## src/logic/ssq_pkg.sv

```systemverilog
/*
  constants, types and register map of the synchronous serial port master.
  assumes a 40 MHz system clock and a classic Wishbone register bus.
*/
package ssq_pkg;
  localparam int unsigned CLK_HZ     = 40_000_000;
  localparam int unsigned SCLK_HZ    = 5_000_000;
  localparam int unsigned HALF_CYC   = CLK_HZ / (2 * SCLK_HZ);
  localparam logic [2:0]  PH_LEAD    = 3'(HALF_CYC - 1);
  localparam logic [2:0]  PH_SAMP    = 3'(HALF_CYC);
  localparam logic [2:0]  PH_LAST    = 3'(2 * HALF_CYC - 1);
  localparam logic [2:0]  DLY_MAX    = 3'(HALF_CYC - 1);

  localparam logic [7:0]  A_CTRL0    = 8'h00;
  localparam logic [7:0]  A_CTRL1    = 8'h04;
  localparam logic [7:0]  A_ENABLE   = 8'h08;
  localparam logic [7:0]  A_TXTHR    = 8'h0C;
  localparam logic [7:0]  A_RXTHR    = 8'h10;
  localparam logic [7:0]  A_MASK     = 8'h14;
  localparam logic [7:0]  A_RAWSTAT  = 8'h18;
  localparam logic [7:0]  A_STATUS   = 8'h20;
  localparam logic [7:0]  A_TXOCLR   = 8'h24;
  localparam logic [7:0]  A_RXOCLR   = 8'h28;
  localparam logic [7:0]  A_RXUCLR   = 8'h2C;
  localparam logic [7:0]  A_MSTCLR   = 8'h30;
  localparam logic [7:0]  A_SDLY     = 8'h34;
  localparam logic [7:0]  A_DATA     = 8'h60;

  localparam int unsigned FMT_LSB    = 4;
  localparam int unsigned CPOL_BIT   = 6;
  localparam int unsigned MODE_LSB   = 8;
  localparam int unsigned DFS_LSB    = 16;
  localparam logic [4:0]  DFS_RST    = 5'h07;

  localparam int unsigned FIFO_DEPTH = 16;
  localparam logic [4:0]  FIFO_FULL  = 5'h10;

  localparam int unsigned IRQ_TXE    = 0;
  localparam int unsigned IRQ_TXO    = 1;
  localparam int unsigned IRQ_RXF    = 2;
  localparam int unsigned IRQ_RXO    = 3;
  localparam int unsigned IRQ_RXU    = 4;
  localparam int unsigned IRQ_MST    = 5;
  localparam int unsigned IRQ_W      = 6;

  typedef enum logic [1:0] {
    SSQ_TX_RX   = 2'h0,
    SSQ_TX_ONLY = 2'h1,
    SSQ_RX_ONLY = 2'h2,
    SSQ_EE_READ = 2'h3
  } ssq_mode_t;

  typedef enum logic [1:0] {
    SSQ_FMT_SPI = 2'h0,
    SSQ_FMT_SSP = 2'h1,
    SSQ_FMT_MW  = 2'h2,
    SSQ_FMT_RSV = 2'h3
  } ssq_fmt_t;

  typedef enum logic {ST_IDLE, ST_SHIFT} ssq_state_t;

  typedef struct packed {
    logic [4:0] dfs;
    ssq_mode_t  mode;
    logic       cpol;
    ssq_fmt_t   fmt;
  } ssq_ctrl_t;
endpackage

```

## src/logic/ssq_top.sv

```systemverilog
/*
  synchronous serial port master: Wishbone register slave, 16x32 transmit
  and receive FIFOs, shift engine with four transfer modes, rx sample delay
  and level interrupts. assumes rxd_i and ss_in_n_i are asynchronous pins.
*/
// Implementation choices: the placing of the registers and the Wishbone slave port.
// Summary of operation
// - frame size from five-bit wide field
// - legacy four-bit size field writes ignored
// - FIFOs and data register 32 bits
// - combined interrupt ORs masked sources
// - interrupts level sensitive, active high
// - tx empty while level at/below threshold
// - write to full tx: drop, flag overflow
// - rx full while level at/above threshold+1
// - frame into full rx: drop, flag
// - read of empty rx: zero, flag underflow
// - foreign select sets contention flag while enabled
// - mode field, no duplex change, microwire ignores
// - mode 00 sends and stores frames
// - mode 01 sends, never stores
// - mode 10 constant output, stores frames
// - mode 11 sends opcode/address, ignores input
// - then receive frame count plus one
// - no EEPROM read mode in SSP format
// - disabled: no transfers, clock inactive
// - programmable rx sample delay, up to three cycles
// - disable or reset empties both FIFOs
// - each FIFO holds 16 frames
`timescale 1ns/1ps
module ssq_top (
  input  wire logic        clk_i,     // system clock
  input  wire logic        rst_i,     // sync reset, high
  input  wire logic        wb_cyc_i,  // bus cycle
  input  wire logic        wb_stb_i,  // bus strobe
  input  wire logic        wb_we_i,   // write enable
  input  wire logic [7:0]  wb_adr_i,  // byte address
  input  wire logic [3:0]  wb_sel_i,  // byte lanes
  input  wire logic [31:0] wb_dat_i,  // write data
  output logic      [31:0] wb_dat_o,  // read data
  output logic             wb_ack_o,  // acknowledge
  output logic             sclk_o,    // bit clock
  output logic             txd_o,     // serial out
  output logic             ss_n_o,    // slave select, low
  input  wire logic        rxd_i,     // serial in
  input  wire logic        ss_in_n_i, // foreign select, low
  output logic             irq_o,     // combined interrupt
  output logic      [5:0]  irq_vec_o  // masked sources
);
  logic                  ack_q;
  logic [31:0]           rdat_q;
  ssq_pkg::ssq_ctrl_t    ctrl_q;
  logic [15:0]           ndf_q;
  logic                  en_q;
  logic [3:0]            txthr_q;
  logic [3:0]            rxthr_q;
  logic [5:0]            mask_q;
  logic [7:0]            sdly_q;
  logic                  txo_q;
  logic                  rxo_q;
  logic                  rxu_q;
  logic                  mst_q;
  logic                  irq_q;
  logic [5:0]            irqv_q;
  logic [31:0]           txm [ssq_pkg::FIFO_DEPTH];
  logic [31:0]           rxm [ssq_pkg::FIFO_DEPTH];
  logic [3:0]            txw_q;
  logic [3:0]            txr_q;
  logic [4:0]            txc_q;
  logic [3:0]            rxw_q;
  logic [3:0]            rxr_q;
  logic [4:0]            rxc_q;
  ssq_pkg::ssq_state_t   st_q;
  logic [2:0]            ph_q;
  logic [4:0]            bit_q;
  logic [31:0]           tsr_q;
  logic [31:0]           rsr_q;
  logic                  rxph_q;
  logic [15:0]           rcnt_q;
  logic                  sclk_q;
  logic                  txd_q;
  logic                  ss_n_q;
  logic                  rxd_m_q;
  logic                  rxd_s_q;
  logic                  ssi_m_q;
  logic                  ssi_s_q;

  // bus decode; side effects happen on the edge that raises ack
  wire        req       = wb_cyc_i & wb_stb_i & ~ack_q;
  wire        wr        = req & wb_we_i;
  wire        rd        = req & ~wb_we_i;
  wire [31:0] wmask     = {{8{wb_sel_i[3]}}, {8{wb_sel_i[2]}}, {8{wb_sel_i[1]}}, {8{wb_sel_i[0]}}};
  wire        h_ctrl0   = wb_adr_i == ssq_pkg::A_CTRL0;
  wire        h_ctrl1   = wb_adr_i == ssq_pkg::A_CTRL1;
  wire        h_en      = wb_adr_i == ssq_pkg::A_ENABLE;
  wire        h_txthr   = wb_adr_i == ssq_pkg::A_TXTHR;
  wire        h_rxthr   = wb_adr_i == ssq_pkg::A_RXTHR;
  wire        h_mask    = wb_adr_i == ssq_pkg::A_MASK;
  wire        h_raw     = wb_adr_i == ssq_pkg::A_RAWSTAT;
  wire        h_stat    = wb_adr_i == ssq_pkg::A_STATUS;
  wire        h_txoc    = wb_adr_i == ssq_pkg::A_TXOCLR;
  wire        h_rxoc    = wb_adr_i == ssq_pkg::A_RXOCLR;
  wire        h_rxuc    = wb_adr_i == ssq_pkg::A_RXUCLR;
  wire        h_mstc    = wb_adr_i == ssq_pkg::A_MSTCLR;
  wire        h_sdly    = wb_adr_i == ssq_pkg::A_SDLY;
  wire        h_data    = wb_adr_i == ssq_pkg::A_DATA;

  function automatic logic [31:0] merge(input logic [31:0] old);
    return (old & ~wmask) | (wb_dat_i & wmask);
  endfunction

  // legacy size bits [3:0] are never stored and read as zero
  wire [31:0] ctrl0_w   = {11'h000, ctrl_q.dfs, 6'h00, ctrl_q.mode, 1'b0, ctrl_q.cpol, ctrl_q.fmt, 4'h0};
  wire [31:0] ctrl0_n   = (ctrl0_w & ~wmask) | (wb_dat_i & wmask);

  // fifo status
  wire        tx_empty  = txc_q == 5'h00;
  wire        tx_full   = txc_q == ssq_pkg::FIFO_FULL;
  wire        rx_empty  = rxc_q == 5'h00;
  wire        rx_full   = rxc_q == ssq_pkg::FIFO_FULL;
  wire [31:0] tx_head   = txm[txr_q];
  wire [31:0] rx_head   = rxm[rxr_q];

  // effective mode; microwire, and ssp in eeprom read, fall back to mode 00
  wire        fmt_mw    = ctrl_q.fmt == ssq_pkg::SSQ_FMT_MW;
  wire        ee_ssp    = ctrl_q.fmt == ssq_pkg::SSQ_FMT_SSP && ctrl_q.mode == ssq_pkg::SSQ_EE_READ;
  wire [1:0]  mode_e    = (fmt_mw | ee_ssp) ? ssq_pkg::SSQ_TX_RX : ctrl_q.mode;
  wire        m_txonly  = mode_e == ssq_pkg::SSQ_TX_ONLY;
  wire        m_rxonly  = mode_e == ssq_pkg::SSQ_RX_ONLY;
  wire        m_ee      = mode_e == ssq_pkg::SSQ_EE_READ;
  wire        rx_phase  = m_rxonly | (m_ee & rxph_q);
  wire        store     = ~m_txonly & ~(m_ee & ~rxph_q);

  // engine events
  wire        shifting  = st_q == ssq_pkg::ST_SHIFT;
  wire        start     = ~shifting & en_q & ~tx_empty;
  wire [2:0]  dly_e     = (sdly_q > {5'h00, ssq_pkg::DLY_MAX}) ? ssq_pkg::DLY_MAX : sdly_q[2:0];
  wire        samp      = shifting & (ph_q == ssq_pkg::PH_SAMP + dly_e);
  wire        bit_end   = shifting & (ph_q == ssq_pkg::PH_LAST);
  wire        f_done    = bit_end & (bit_q == ctrl_q.dfs);
  wire        ee_turn   = m_ee & ~rxph_q & tx_empty;
  wire        cont      = rx_phase ? (rcnt_q != ndf_q) : (~tx_empty | ee_turn);
  wire        more_pop  = f_done & ~rx_phase & ~tx_empty;
  wire        tx_pop    = start | more_pop;
  wire [4:0]  sh        = 5'h1F - ctrl_q.dfs;
  wire [31:0] lenmask   = 32'hFFFF_FFFF >> sh;
  wire [31:0] rsr_n     = samp ? {rsr_q[30:0], rxd_s_q} : rsr_q;
  wire [31:0] tsr_load  = (m_rxonly | ee_turn | ~tx_pop) ? 32'h0000_0000 : (tx_head << sh);

  // fifo pushes and pops
  wire        tx_wr     = wr & h_data & en_q;
  wire        tx_push   = tx_wr & ~tx_full;
  wire        rx_load   = f_done & store;
  wire        rx_push   = rx_load & ~rx_full & en_q;
  wire        rx_rd     = rd & h_data;
  wire        rx_pop    = rx_rd & ~rx_empty;

  wire        txo_set   = tx_wr & tx_full;
  wire        rxo_set   = rx_load & rx_full;
  wire        rxu_set   = rx_rd & rx_empty;
  wire        mst_set   = en_q & ~ssi_s_q;
  wire [5:0]  raw;
  assign raw[ssq_pkg::IRQ_TXE] = txc_q <= {1'b0, txthr_q};
  assign raw[ssq_pkg::IRQ_TXO] = txo_q;
  assign raw[ssq_pkg::IRQ_RXF] = rxc_q >= ({1'b0, rxthr_q} + 5'h01);
  assign raw[ssq_pkg::IRQ_RXO] = rxo_q;
  assign raw[ssq_pkg::IRQ_RXU] = rxu_q;
  assign raw[ssq_pkg::IRQ_MST] = mst_q;

  // read mux; unmapped addresses read zero
  wire [31:0] stat_w    = {19'h00000, rxc_q, 2'h0, txc_q, shifting};
  wire [31:0] rdata     = h_ctrl0 ? ctrl0_w :
                          h_ctrl1 ? {16'h0000, ndf_q} :
                          h_en    ? {31'h0, en_q} :
                          h_txthr ? {28'h0, txthr_q} :
                          h_rxthr ? {28'h0, rxthr_q} :
                          h_mask  ? {26'h0, mask_q} :
                          h_raw   ? {26'h0, raw} :
                          h_stat  ? stat_w :
                          h_txoc  ? {31'h0, txo_q} :
                          h_rxoc  ? {31'h0, rxo_q} :
                          h_rxuc  ? {31'h0, rxu_q} :
                          h_mstc  ? {31'h0, mst_q} :
                          h_sdly  ? {24'h0, sdly_q} :
                          (h_data & ~rx_empty) ? rx_head : 32'h0000_0000;

  // empty read answers zero through rdata
  always_ff @(posedge clk_i)
  begin
    if (rst_i)
    begin
      ack_q  <= 1'b0;
      rdat_q <= 32'h0000_0000;
    end
    else
    begin
      ack_q  <= req;
      rdat_q <= rd ? rdata : 32'h0000_0000;
    end
  end

  // wide frame size taken, legacy bits dropped
  always_ff @(posedge clk_i)
  begin
    if (rst_i)
    begin
      ctrl_q  <= '{dfs: ssq_pkg::DFS_RST, mode: ssq_pkg::SSQ_TX_RX, cpol: 1'b0, fmt: ssq_pkg::SSQ_FMT_SPI};
      ndf_q   <= 16'h0000;
      en_q    <= 1'b0;
      txthr_q <= 4'h0;
      rxthr_q <= 4'h0;
      mask_q  <= 6'h00;
      sdly_q  <= 8'h00;
    end
    else if (wr)
    begin
      if (h_ctrl0)
      begin
        ctrl_q.dfs  <= ctrl0_n[ssq_pkg::DFS_LSB +: 5];
        ctrl_q.mode <= ssq_pkg::ssq_mode_t'(ctrl0_n[ssq_pkg::MODE_LSB +: 2]);
        ctrl_q.cpol <= ctrl0_n[ssq_pkg::CPOL_BIT];
        ctrl_q.fmt  <= ssq_pkg::ssq_fmt_t'(ctrl0_n[ssq_pkg::FMT_LSB +: 2]);
      end
      if (h_ctrl1)
        ndf_q <= 16'(merge({16'h0000, ndf_q}));
      if (h_en)
        en_q <= 1'(merge({31'h0, en_q}));
      if (h_txthr)
        txthr_q <= 4'(merge({28'h0, txthr_q}));
      if (h_rxthr)
        rxthr_q <= 4'(merge({28'h0, rxthr_q}));
      if (h_mask)
        mask_q <= 6'(merge({26'h0, mask_q}));
      // delay may change at run time
      if (h_sdly)
        sdly_q <= 8'(merge({24'h0, sdly_q}));
    end
  end

  // each clear read touches its own flag only
  always_ff @(posedge clk_i)
  begin
    if (rst_i)
    begin
      txo_q <= 1'b0;
      rxo_q <= 1'b0;
      rxu_q <= 1'b0;
      mst_q <= 1'b0;
    end
    else
    begin
      txo_q <= (txo_q & ~(rd & h_txoc)) | txo_set;
      rxo_q <= (rxo_q & ~(rd & h_rxoc)) | rxo_set;
      rxu_q <= (rxu_q & ~(rd & h_rxuc)) | rxu_set;
      mst_q <= (mst_q & ~(rd & h_mstc)) | mst_set;
    end
  end

  // combined OR of masked sources, level, high
  always_ff @(posedge clk_i)
  begin
    if (rst_i)
    begin
      irq_q  <= 1'b0;
      irqv_q <= 6'h00;
    end
    else
    begin
      irq_q  <= |(raw & mask_q);
      irqv_q <= raw & mask_q;
    end
  end

  always_ff @(posedge clk_i)
  begin
    if (tx_push)
      txm[txw_q] <= wb_dat_i;
    if (rx_push)
      rxm[rxw_q] <= rsr_n & lenmask;
  end

  // disable or reset empties both fifos
  always_ff @(posedge clk_i)
  begin
    if (rst_i || !en_q)
    begin
      txw_q <= 4'h0;
      txr_q <= 4'h0;
      txc_q <= 5'h00;
      rxw_q <= 4'h0;
      rxr_q <= 4'h0;
      rxc_q <= 5'h00;
    end
    else
    begin
      txw_q <= txw_q + {3'h0, tx_push};
      txr_q <= txr_q + {3'h0, tx_pop};
      txc_q <= txc_q + {4'h0, tx_push} - {4'h0, tx_pop};
      rxw_q <= rxw_q + {3'h0, rx_push};
      rxr_q <= rxr_q + {3'h0, rx_pop};
      rxc_q <= rxc_q + {4'h0, rx_push} - {4'h0, rx_pop};
    end
  end

  // pins sampled by two flops; only the second stage is used
  always_ff @(posedge clk_i)
  begin
    if (rst_i)
    begin
      rxd_m_q <= 1'b0;
      rxd_s_q <= 1'b0;
      ssi_m_q <= 1'b1;
      ssi_s_q <= 1'b1;
    end
    else
    begin
      rxd_m_q <= rxd_i;
      rxd_s_q <= rxd_m_q;
      ssi_m_q <= ss_in_n_i;
      ssi_s_q <= ssi_m_q;
    end
  end

  // shift engine; aborting mid frame on disable loses that frame
  // no transfer while disabled
  always_ff @(posedge clk_i)
  begin
    if (rst_i || !en_q)
    begin
      st_q   <= ssq_pkg::ST_IDLE;
      ph_q   <= 3'h0;
      bit_q  <= 5'h00;
      tsr_q  <= 32'h0000_0000;
      rsr_q  <= 32'h0000_0000;
      rxph_q <= 1'b0;
      rcnt_q <= 16'h0000;
    end
    else
    begin
      unique case (st_q)
        ssq_pkg::ST_IDLE:
        begin
          if (start)
          begin
            st_q   <= ssq_pkg::ST_SHIFT;
            ph_q   <= 3'h0;
            bit_q  <= 5'h00;
            tsr_q  <= tsr_load;
            rsr_q  <= 32'h0000_0000;
            rxph_q <= 1'b0;
            rcnt_q <= 16'h0000;
          end
        end
        ssq_pkg::ST_SHIFT:
        begin
          ph_q  <= ph_q + 3'h1;
          // sample point moved by delay cycles
          rsr_q <= rsr_n;
          if (bit_end)
          begin
            tsr_q <= {tsr_q[30:0], 1'b0};
            bit_q <= bit_q + 5'h01;
          end
          if (f_done)
          begin
            // clear after every frame, stored or not
            rsr_q  <= 32'h0000_0000;
            bit_q  <= 5'h00;
            tsr_q  <= tsr_load;
            // turn to receive once tx empties
            rxph_q <= rxph_q | ee_turn;
            rcnt_q <= rcnt_q + {15'h0000, rx_phase};
            if (!cont)
              st_q <= ssq_pkg::ST_IDLE;
          end
        end
      endcase
    end
  end

  // quiet txd in receive phases, idle clock level
  always_ff @(posedge clk_i)
  begin
    if (rst_i)
    begin
      sclk_q <= 1'b0;
      txd_q  <= 1'b0;
      ss_n_q <= 1'b1;
    end
    else
    begin
      ss_n_q <= ~(shifting & en_q);
      txd_q  <= shifting & en_q & ~rx_phase & tsr_q[31];
      if (!shifting || !en_q || ph_q == ssq_pkg::PH_LAST)
        sclk_q <= ctrl_q.cpol;
      else if (ph_q == ssq_pkg::PH_LEAD)
        sclk_q <= ~ctrl_q.cpol;
    end
  end

  assign wb_ack_o  = ack_q;
  assign wb_dat_o  = rdat_q;
  assign sclk_o    = sclk_q;
  assign txd_o     = txd_q;
  assign ss_n_o    = ss_n_q;
  assign irq_o     = irq_q;
  assign irq_vec_o = irqv_q;
endmodule

```

## config.mk

```make
export PLATFORM = sky130hd
export DESIGN_NAME = ssq_top
export DESIGN_NICKNAME = d
export VERILOG_FILES = /design/src/logic/ssq_pkg.sv /design/src/logic/ssq_top.sv
export SDC_FILE = /design/constraint.sdc
export NUM_CORES = 1
export LEC_CHECK = 0
export BUFFER_PORTS_ARGS = -buffer_cell sky130_fd_sc_hd__buf_2
export CELL_PAD_IN_SITES_DETAIL_PLACEMENT = 1
export CELL_PAD_IN_SITES_GLOBAL_PLACEMENT = 1
export CORE_ASPECT_RATIO = 1.2
export CORE_MARGIN = 2
export CORE_UTILIZATION = 45
export DETAILED_ROUTE_END_ITERATION = 16
export PLACE_DENSITY = 0.67
export SLEW_MARGIN = 20
export SYNTH_ARGS = -nofsm -noshare
export SYNTH_HDL_FRONTEND = slang
export SYNTH_SLANG_ARGS = --single-unit
```

## constraint.sdc

```tcl
create_clock -name clk_i -period 5.34 [get_ports clk_i]
set_input_delay 0.534 -clock clk_i [delete_from_list [all_inputs] [get_ports clk_i]]
set_output_delay 0.534 -clock clk_i [all_outputs]
set_load 0.01 [all_outputs]
```

# After elaboration in Yosys (flattened, before gate mapping)
# Memories as Yosys holds them, arrays and structs flattened. A register that Yosys moved wholly into a read port is not among the register bits.
# Index checks and enable logic that the tools add are counted.
[word_totals] reg_bits=216 mem_bits_rw=1024 output_inout_bits=43 elab_cells=252 memories=2
[memory_table] memory="rxm" depth=16 width=32 rd=1 rd_clocked_by_memory_dff=1 wr=1 line_no="ssq_top.sv:66" source="logic [31:0] rxm [ssq_pkg::FIFO_DEPTH];"
[memory_table] memory="txm" depth=16 width=32 rd=1 rd_clocked_by_memory_dff=1 wr=1 line_no="ssq_top.sv:65" source="logic [31:0] txm [ssq_pkg::FIFO_DEPTH];"
[op_classes] add_sub_neg=14 magnitude_cmp=3 eq_ne=29 n_shift=2 muxes=50 bitwise=89 n_reduce_logical=23
[op_table] op="two-way mux 21 bit" n=14
[op_table] op="two-way mux 32 bit" n=7
[op_table] op="one-hot mux 32 bit (2 select lines)" n=2
[op_table] op="== test 8 x 6 -> 1 bit (second input constant)" n=6
[op_table] op="bitwise AND 21 bit" n=2
[op_table] op="bitwise AND 1 bit" n=40
[op_table] op="bitwise AND 32 bit" n=1
[op_table] op="two-way mux 16 bit" n=2
[op_table] op="one-hot mux 16 bit (2 select lines)" n=1
[op_table] op="left shift 32 x 5 -> 32 bit" n=1
[op_table] op="right shift 32 x 5 -> 32 bit (first input constant)" n=1
[op_table] op="== test 8 x 5 -> 1 bit (second input constant)" n=3
[op_table] op="inverter 1 bit" n=21
[op_table] op="inverter 21 bit" n=1
[op_table] op="OR 21 bit" n=1
[op_table] op="AND reduction 2 bit" n=9
[op_table] op="adder 16 x 1 -> 16 bit" n=1
[op_table] op="adder 4 x 1 -> 4 bit" n=4
[op_table] op="bitwise AND 16 bit" n=1
[op_table] op="== test 8 x 4 -> 1 bit (second input constant)" n=2
[op_table] op="inequality test 16 bit" n=1
[op_table] op="OR 16 bit" n=1
[op_table] op="OR reduction 16 bit" n=1
[op_table] op="two-way mux 5 bit" n=3
[op_table] op="45 further kinds" n=84

# Depth between registers and ports, before layout
[logic_depth] ltp_word=17 depth_mapped=17 mapped_depth_nobuf=16

# Worst setup path before layout
# No wires, ideal clock.
[synth_timing] path_kind="register to register" startpoint="register ph_q[1]" endpoint="memory rxm[0][0] (enable)" setup_time_ps=461 arrival_time_ps=4109 slack_ps=770 stages_incl_launch_ff=9 path_buffers=0 synth_period_minus_slack_ps=4570 cell_sequence="dfxtp_1 ha_1 ha_1 nand3_1 or2_2 a31oi_1 nand3_1 or3_1 nor3_1"
[synth_between] elab_chain_len=8
[synth_lines] element="start, declared" line_no="ssq_top.sv:74" source="logic [2:0] ph_q;"
[synth_lines] element="start signal, assigned" line_no="ssq_top.sv:356" source="ph_q <= ph_q + 3'h1;"
[synth_lines] element="== test 3 bit" line_no="ssq_top.sv:139" source="wire bit_end = shifting & (ph_q == ssq_pkg::PH_LAST);"
[synth_lines] element="bitwise AND 1 bit" line_no="ssq_top.sv:139"
[synth_lines] element="bitwise AND 1 bit" line_no="ssq_top.sv:140" source="wire f_done = bit_end & (bit_q == ctrl_q.dfs);"
[synth_lines] element="bitwise AND 1 bit" line_no="ssq_top.sv:153" source="wire rx_load = f_done & store;"
[synth_lines] element="bitwise AND 1 bit (2 in a row)" line_no="ssq_top.sv:154" source="wire rx_push = rx_load & ~rx_full & en_q;"
[synth_lines] element="two-way mux 1 bit" line_no="ssq_top.sv:278" source="if (rx_push)"
[synth_lines] element="two-way mux 1 bit (implied by the code)" line_no="ssq_top.sv:279" source="rxm[rxw_q] <= rsr_n & lenmask;"
[synth_lines] element="end, declared" line_no="ssq_top.sv:66"
# No other way between the ends.

# Worst setup path in the final report
[layout_timing] startpoint="register st_q, in the netlist shifting" endpoint="memory rxm[7][15] (enable)"
[layout_between] elab_chain_len=7
[layout_lines] element="start, declared" line_no="ssq_top.sv:73" source="ssq_pkg::ssq_state_t st_q;"
[layout_lines] element="start signal, assigned" line_no="ssq_top.sv:330" source="st_q <= ssq_pkg::ST_IDLE;"
[layout_lines] element="start signal, assigned" line_no="ssq_top.sv:345" source="st_q <= ssq_pkg::ST_SHIFT;"
[layout_lines] element="start signal, assigned" line_no="ssq_top.sv:374" source="st_q <= ssq_pkg::ST_IDLE;"
[layout_lines] element="bitwise AND 1 bit" line_no="ssq_top.sv:139"
[layout_lines] element="bitwise AND 1 bit" line_no="ssq_top.sv:140"
[layout_lines] element="bitwise AND 1 bit" line_no="ssq_top.sv:153"
[layout_lines] element="bitwise AND 1 bit (2 in a row)" line_no="ssq_top.sv:154"
[layout_lines] element="two-way mux 1 bit" line_no="ssq_top.sv:278"
[layout_lines] element="two-way mux 1 bit (implied by the code)" line_no="ssq_top.sv:279"
# No other way between the ends.

==> metrics.txt <==
Final GP Congestion 0.870; minimum clock period around 4.2 ns; CTS clk-pin slew, worst paths about 0.06 ns; Gate Count Post-Synth 3098; initial core utilization between 40 and 50%; width of the chip a little over 300 microns; first-pass GRT wire length roughly 210000 microns; Peak Freq 241 MHz; Chip Height 372 microns; largest family of logic cells by synthesized area multiplexers; # fillers between 10000 and 15000; max-slew violation total from the final report 0; Compound-Gate Fraction of Synth Area 6.88%; CP arrival roughly 4.6 ns; CP max stage cell dfxtp_1; Register Area roughly 35000 sq um; # setup viols final 0; area grow syn2layout 13.9%; Simple-Gate Fraction of Synth Area under 10%; FFs w/ async S/R, synth 0%; Avg WL per Cell approximately 29 microns; pin count of the biggest net entering global routing 66; Synth Warn # 0; initial antenna violation count 7; multi-input combinational cell area between 10000 and 15000 sq um; Core Rows roughly 130; Clk pwr share a little under half; # IOs between 90 and 100; Comb power frac 0.7%; vias in the first global route ~31000; Cell Pwr Density ~340 nW/um^2; #FFs+latches synth 1240; Synth Area in Adders less than 1%; Seq/Total Area, Yosys about 69%; crit-path cells nand3_1, or2_2, a31oi_1, nand3_1, inv_1, nand3_1, nor2_4, buf_12; Max Root-Sink Buffers 3; clock latency on the worst-skew pair about 0.74 ns; outcome complete, no violations; Worst path most repeated cell nand3_1; post-synthesis mux area share between 10% and 20%; Final ANT Viol Nets 0; nets between 3000 and 4000; RSZ-0062 raised after global routing no; synth unique cells 82; sequential power share 53.1%; HP Class input port to register; Worst Hold Launch wb_we_i; slowest stage delay, CP 0.74 ns; PortBufs 92; Sw Ratio between 10% and 20%; Most used DFF post-synth edfxtp_1; HPWL Detailed around 90000 microns; total setup buffers inserted after CTS 0; share of cells above drive strength 1 roughly 23%; setup TNS 0 ns; CTS tree yes; Initial DRT Pass Iterations 6; CTS Hold Bufs 2; CP Launch Point shifting$_SDFF_PP0_; GRT Total Usage about a quarter; crit path kind register to register; CP max FO 18; core box area ~110000 sq um; vias per cell a little over 6; DR vias between 20000 and 30000; Area after DPL roughly 54000 sq um; Final Skew 0.0295 ns; Least-Margin Pin Slew between 1 and 1.5 ns; P_int between 15000 and 20000 uW; clk root buf clkbuf_16; number of clock sinks around 1200; Post-CTS Resized 0; worst vdd ir 0.000302 V; GRT overflow 0; Syn Area/Cell between 15 and 20 sq um; max_cap viols 0; Slew Limit Headroom around a quarter; drt first-iter violations 2623; final hold vios 0; crit share post-route between 70% and 80%; Cell Area, Synth just over 50000 sq um; H-tree depth 4; Post-synth EDFFs 1024; CTS buffer count 130; Net Switching 3810 uW; Post-Route WL approximately 140000 microns; syn_nets between 3000 and 4000; XOR/XNOR share of the synthesized area 0.880%; Leak Pwr approximately 0.017 uW; CP Data Required Time between 5 and 6 ns; CP startpoint kind register; design area around 58000 sq um; DIE AREA approximately 120000 sq um; R2R Path Start shifting$_SDFF_PP0_; drt drc 0; crit end category register
-- cell families after synthesis --
kind of cell    count (synthesis)
compound gates                503
xor+xnor                       51
fa+ha+maj                      38
buf+inv                       230
flops                        1240
mux                           414
simple gates                  622
-- flip-flops by register name, indices dropped and copies added, names as in the netlist, 3 cells and up, named ones only --
register	flops
txr_q	4
txw_q	4
rsr_q	32
rxr_q	4
irq_vec_o	6
rcnt_q	16
txm	512
txc_q	5
tsr_q	32
bit_q	5
rxc_q	5
rxw_q	4
rxm	512
wb_dat_o	32
ph_q	3
-- area by class of cell --
cell class	instances	area share (%)
multi-input combinational	1628	25.9
tap	1496	3.24
sequential	1240	60.7
antenna	2	0.00866
timing repair buffer	205	2.51
clock inverter	61	1.12
inverter	44	0.286
clock buffer	172	6.19
-- cell usage in the layout (no fill, tap or decap), drive strengths merged, types with 8 or more instances in the layout --
master / n
nand4: 18
mux2i: 130
a21o: 11
nand3: 72
clkinv: 37
mux2: 30
bufinv: 13
o211ai: 20
dfxtp: 216
a31oi: 17
nand3b: 8
xor2: 20
nand2b: 22
and3: 21
ha: 36
a221oi: 28
o31ai: 9
a22o: 18
o21ai: 72
or2: 11
mux4: 254
or3: 13
nand2: 143
xnor2: 31
a211oi: 16
edfxtp: 1024
o22ai: 24
a22oi: 84
a222oi: 9
buf: 203
clkbuf: 172
inv: 49
nor2b: 17
nor3: 33
a21oi: 113
nor2: 222
and2: 18
-- final timing paths --
kind	end	slack, ns	depth (start not counted)
setup / recovery	rxm[7][15]$_DFFE_PP_	1.18	8
hold / removal	mst_q$_SDFF_PP0_	0.16	3
setup reg to reg	rxm[7][15]$_DFFE_PP_	1.18	8
hold reg to reg	mst_q$_SDFF_PP0_	0.44	1
-- stage by stage --
| step | util [%] | total power [uW] | instances | hold slack (ns) | setup WS (ns) |
|---|---|---|---|---|---|
| floorplan | - | 10600 | 3098 | 0.389 | 0.770 |
| global placement | 48.0 | 10700 | 4610 | 0.428 | 1.29 |
| detailed placement | 48.0 | 10700 | 4610 | 0.436 | 1.19 |
| CTS | 51.8 | 19700 | 4845 | 0.0981 | 1.13 |
| global route | 51.8 | 20000 | 4846 | 0.141 | 0.987 |
| finish | 51.8 | 19600 | 4848 | 0.160 | 1.18 |
-- layer usage --
layer,GRT usage (%),part of all wire [%],vias to the layer above
met5,0,0.024,-
met2,44.5,53,864
met3,3.38,4.8,241
li1,-,-,12671
met1,30.4,39,15492
met4,8.58,3.0,6
-- power by group through the flow --
stage	sequential [uW]	combinational [uW]	clock, uW
2_1_floorplan	10600	21.2	0
3_3_place_gp	10600	116	0
3_5_place_dp	10600	125	0
4_1_cts	10400	127	9210
5_1_grt	10400	136	9530
6_report	10400	127	9050
-- worst max-delay path, delay by kind of cell, from the launching register on --
kind / cells / cell delay (ns)
compound gates: 1 / 0.41
buf+inv: 2 / 0.53
simple gates: 5 / 2.15
flops: 1 / 0.74
-- synthesized netlist by cell type, types with 17 or more instances --
master    number  area share, %
buf_1         35           0.26
mux4_2       254             11
a22oi_1       83            1.2
ha_1          36           0.89
mux2i_1      129            2.5
dfxtp_1      216            8.5
a31oi_1       17           0.21
nand3_1       72           0.71
nor2_1       222            1.6
mux2_2        30           0.67
a221oi_1      28           0.48
o211ai_1      19           0.28
o21ai_0       68           0.67
and3_1        21           0.26
nor3_1        33           0.33
nand2b_1      22           0.27
a21oi_1      113            1.1
o22ai_1       24           0.30
nand4_1       18           0.22
clkbuf_1     122           0.90
xnor2_1       31           0.53
edfxtp_1    1024             61
a22o_1        18           0.31
nor2b_1       17           0.21
nand2_1      143            1.1
inv_1         43           0.32
xor2_1        20           0.35
Power figures use the tool's default switching activity.
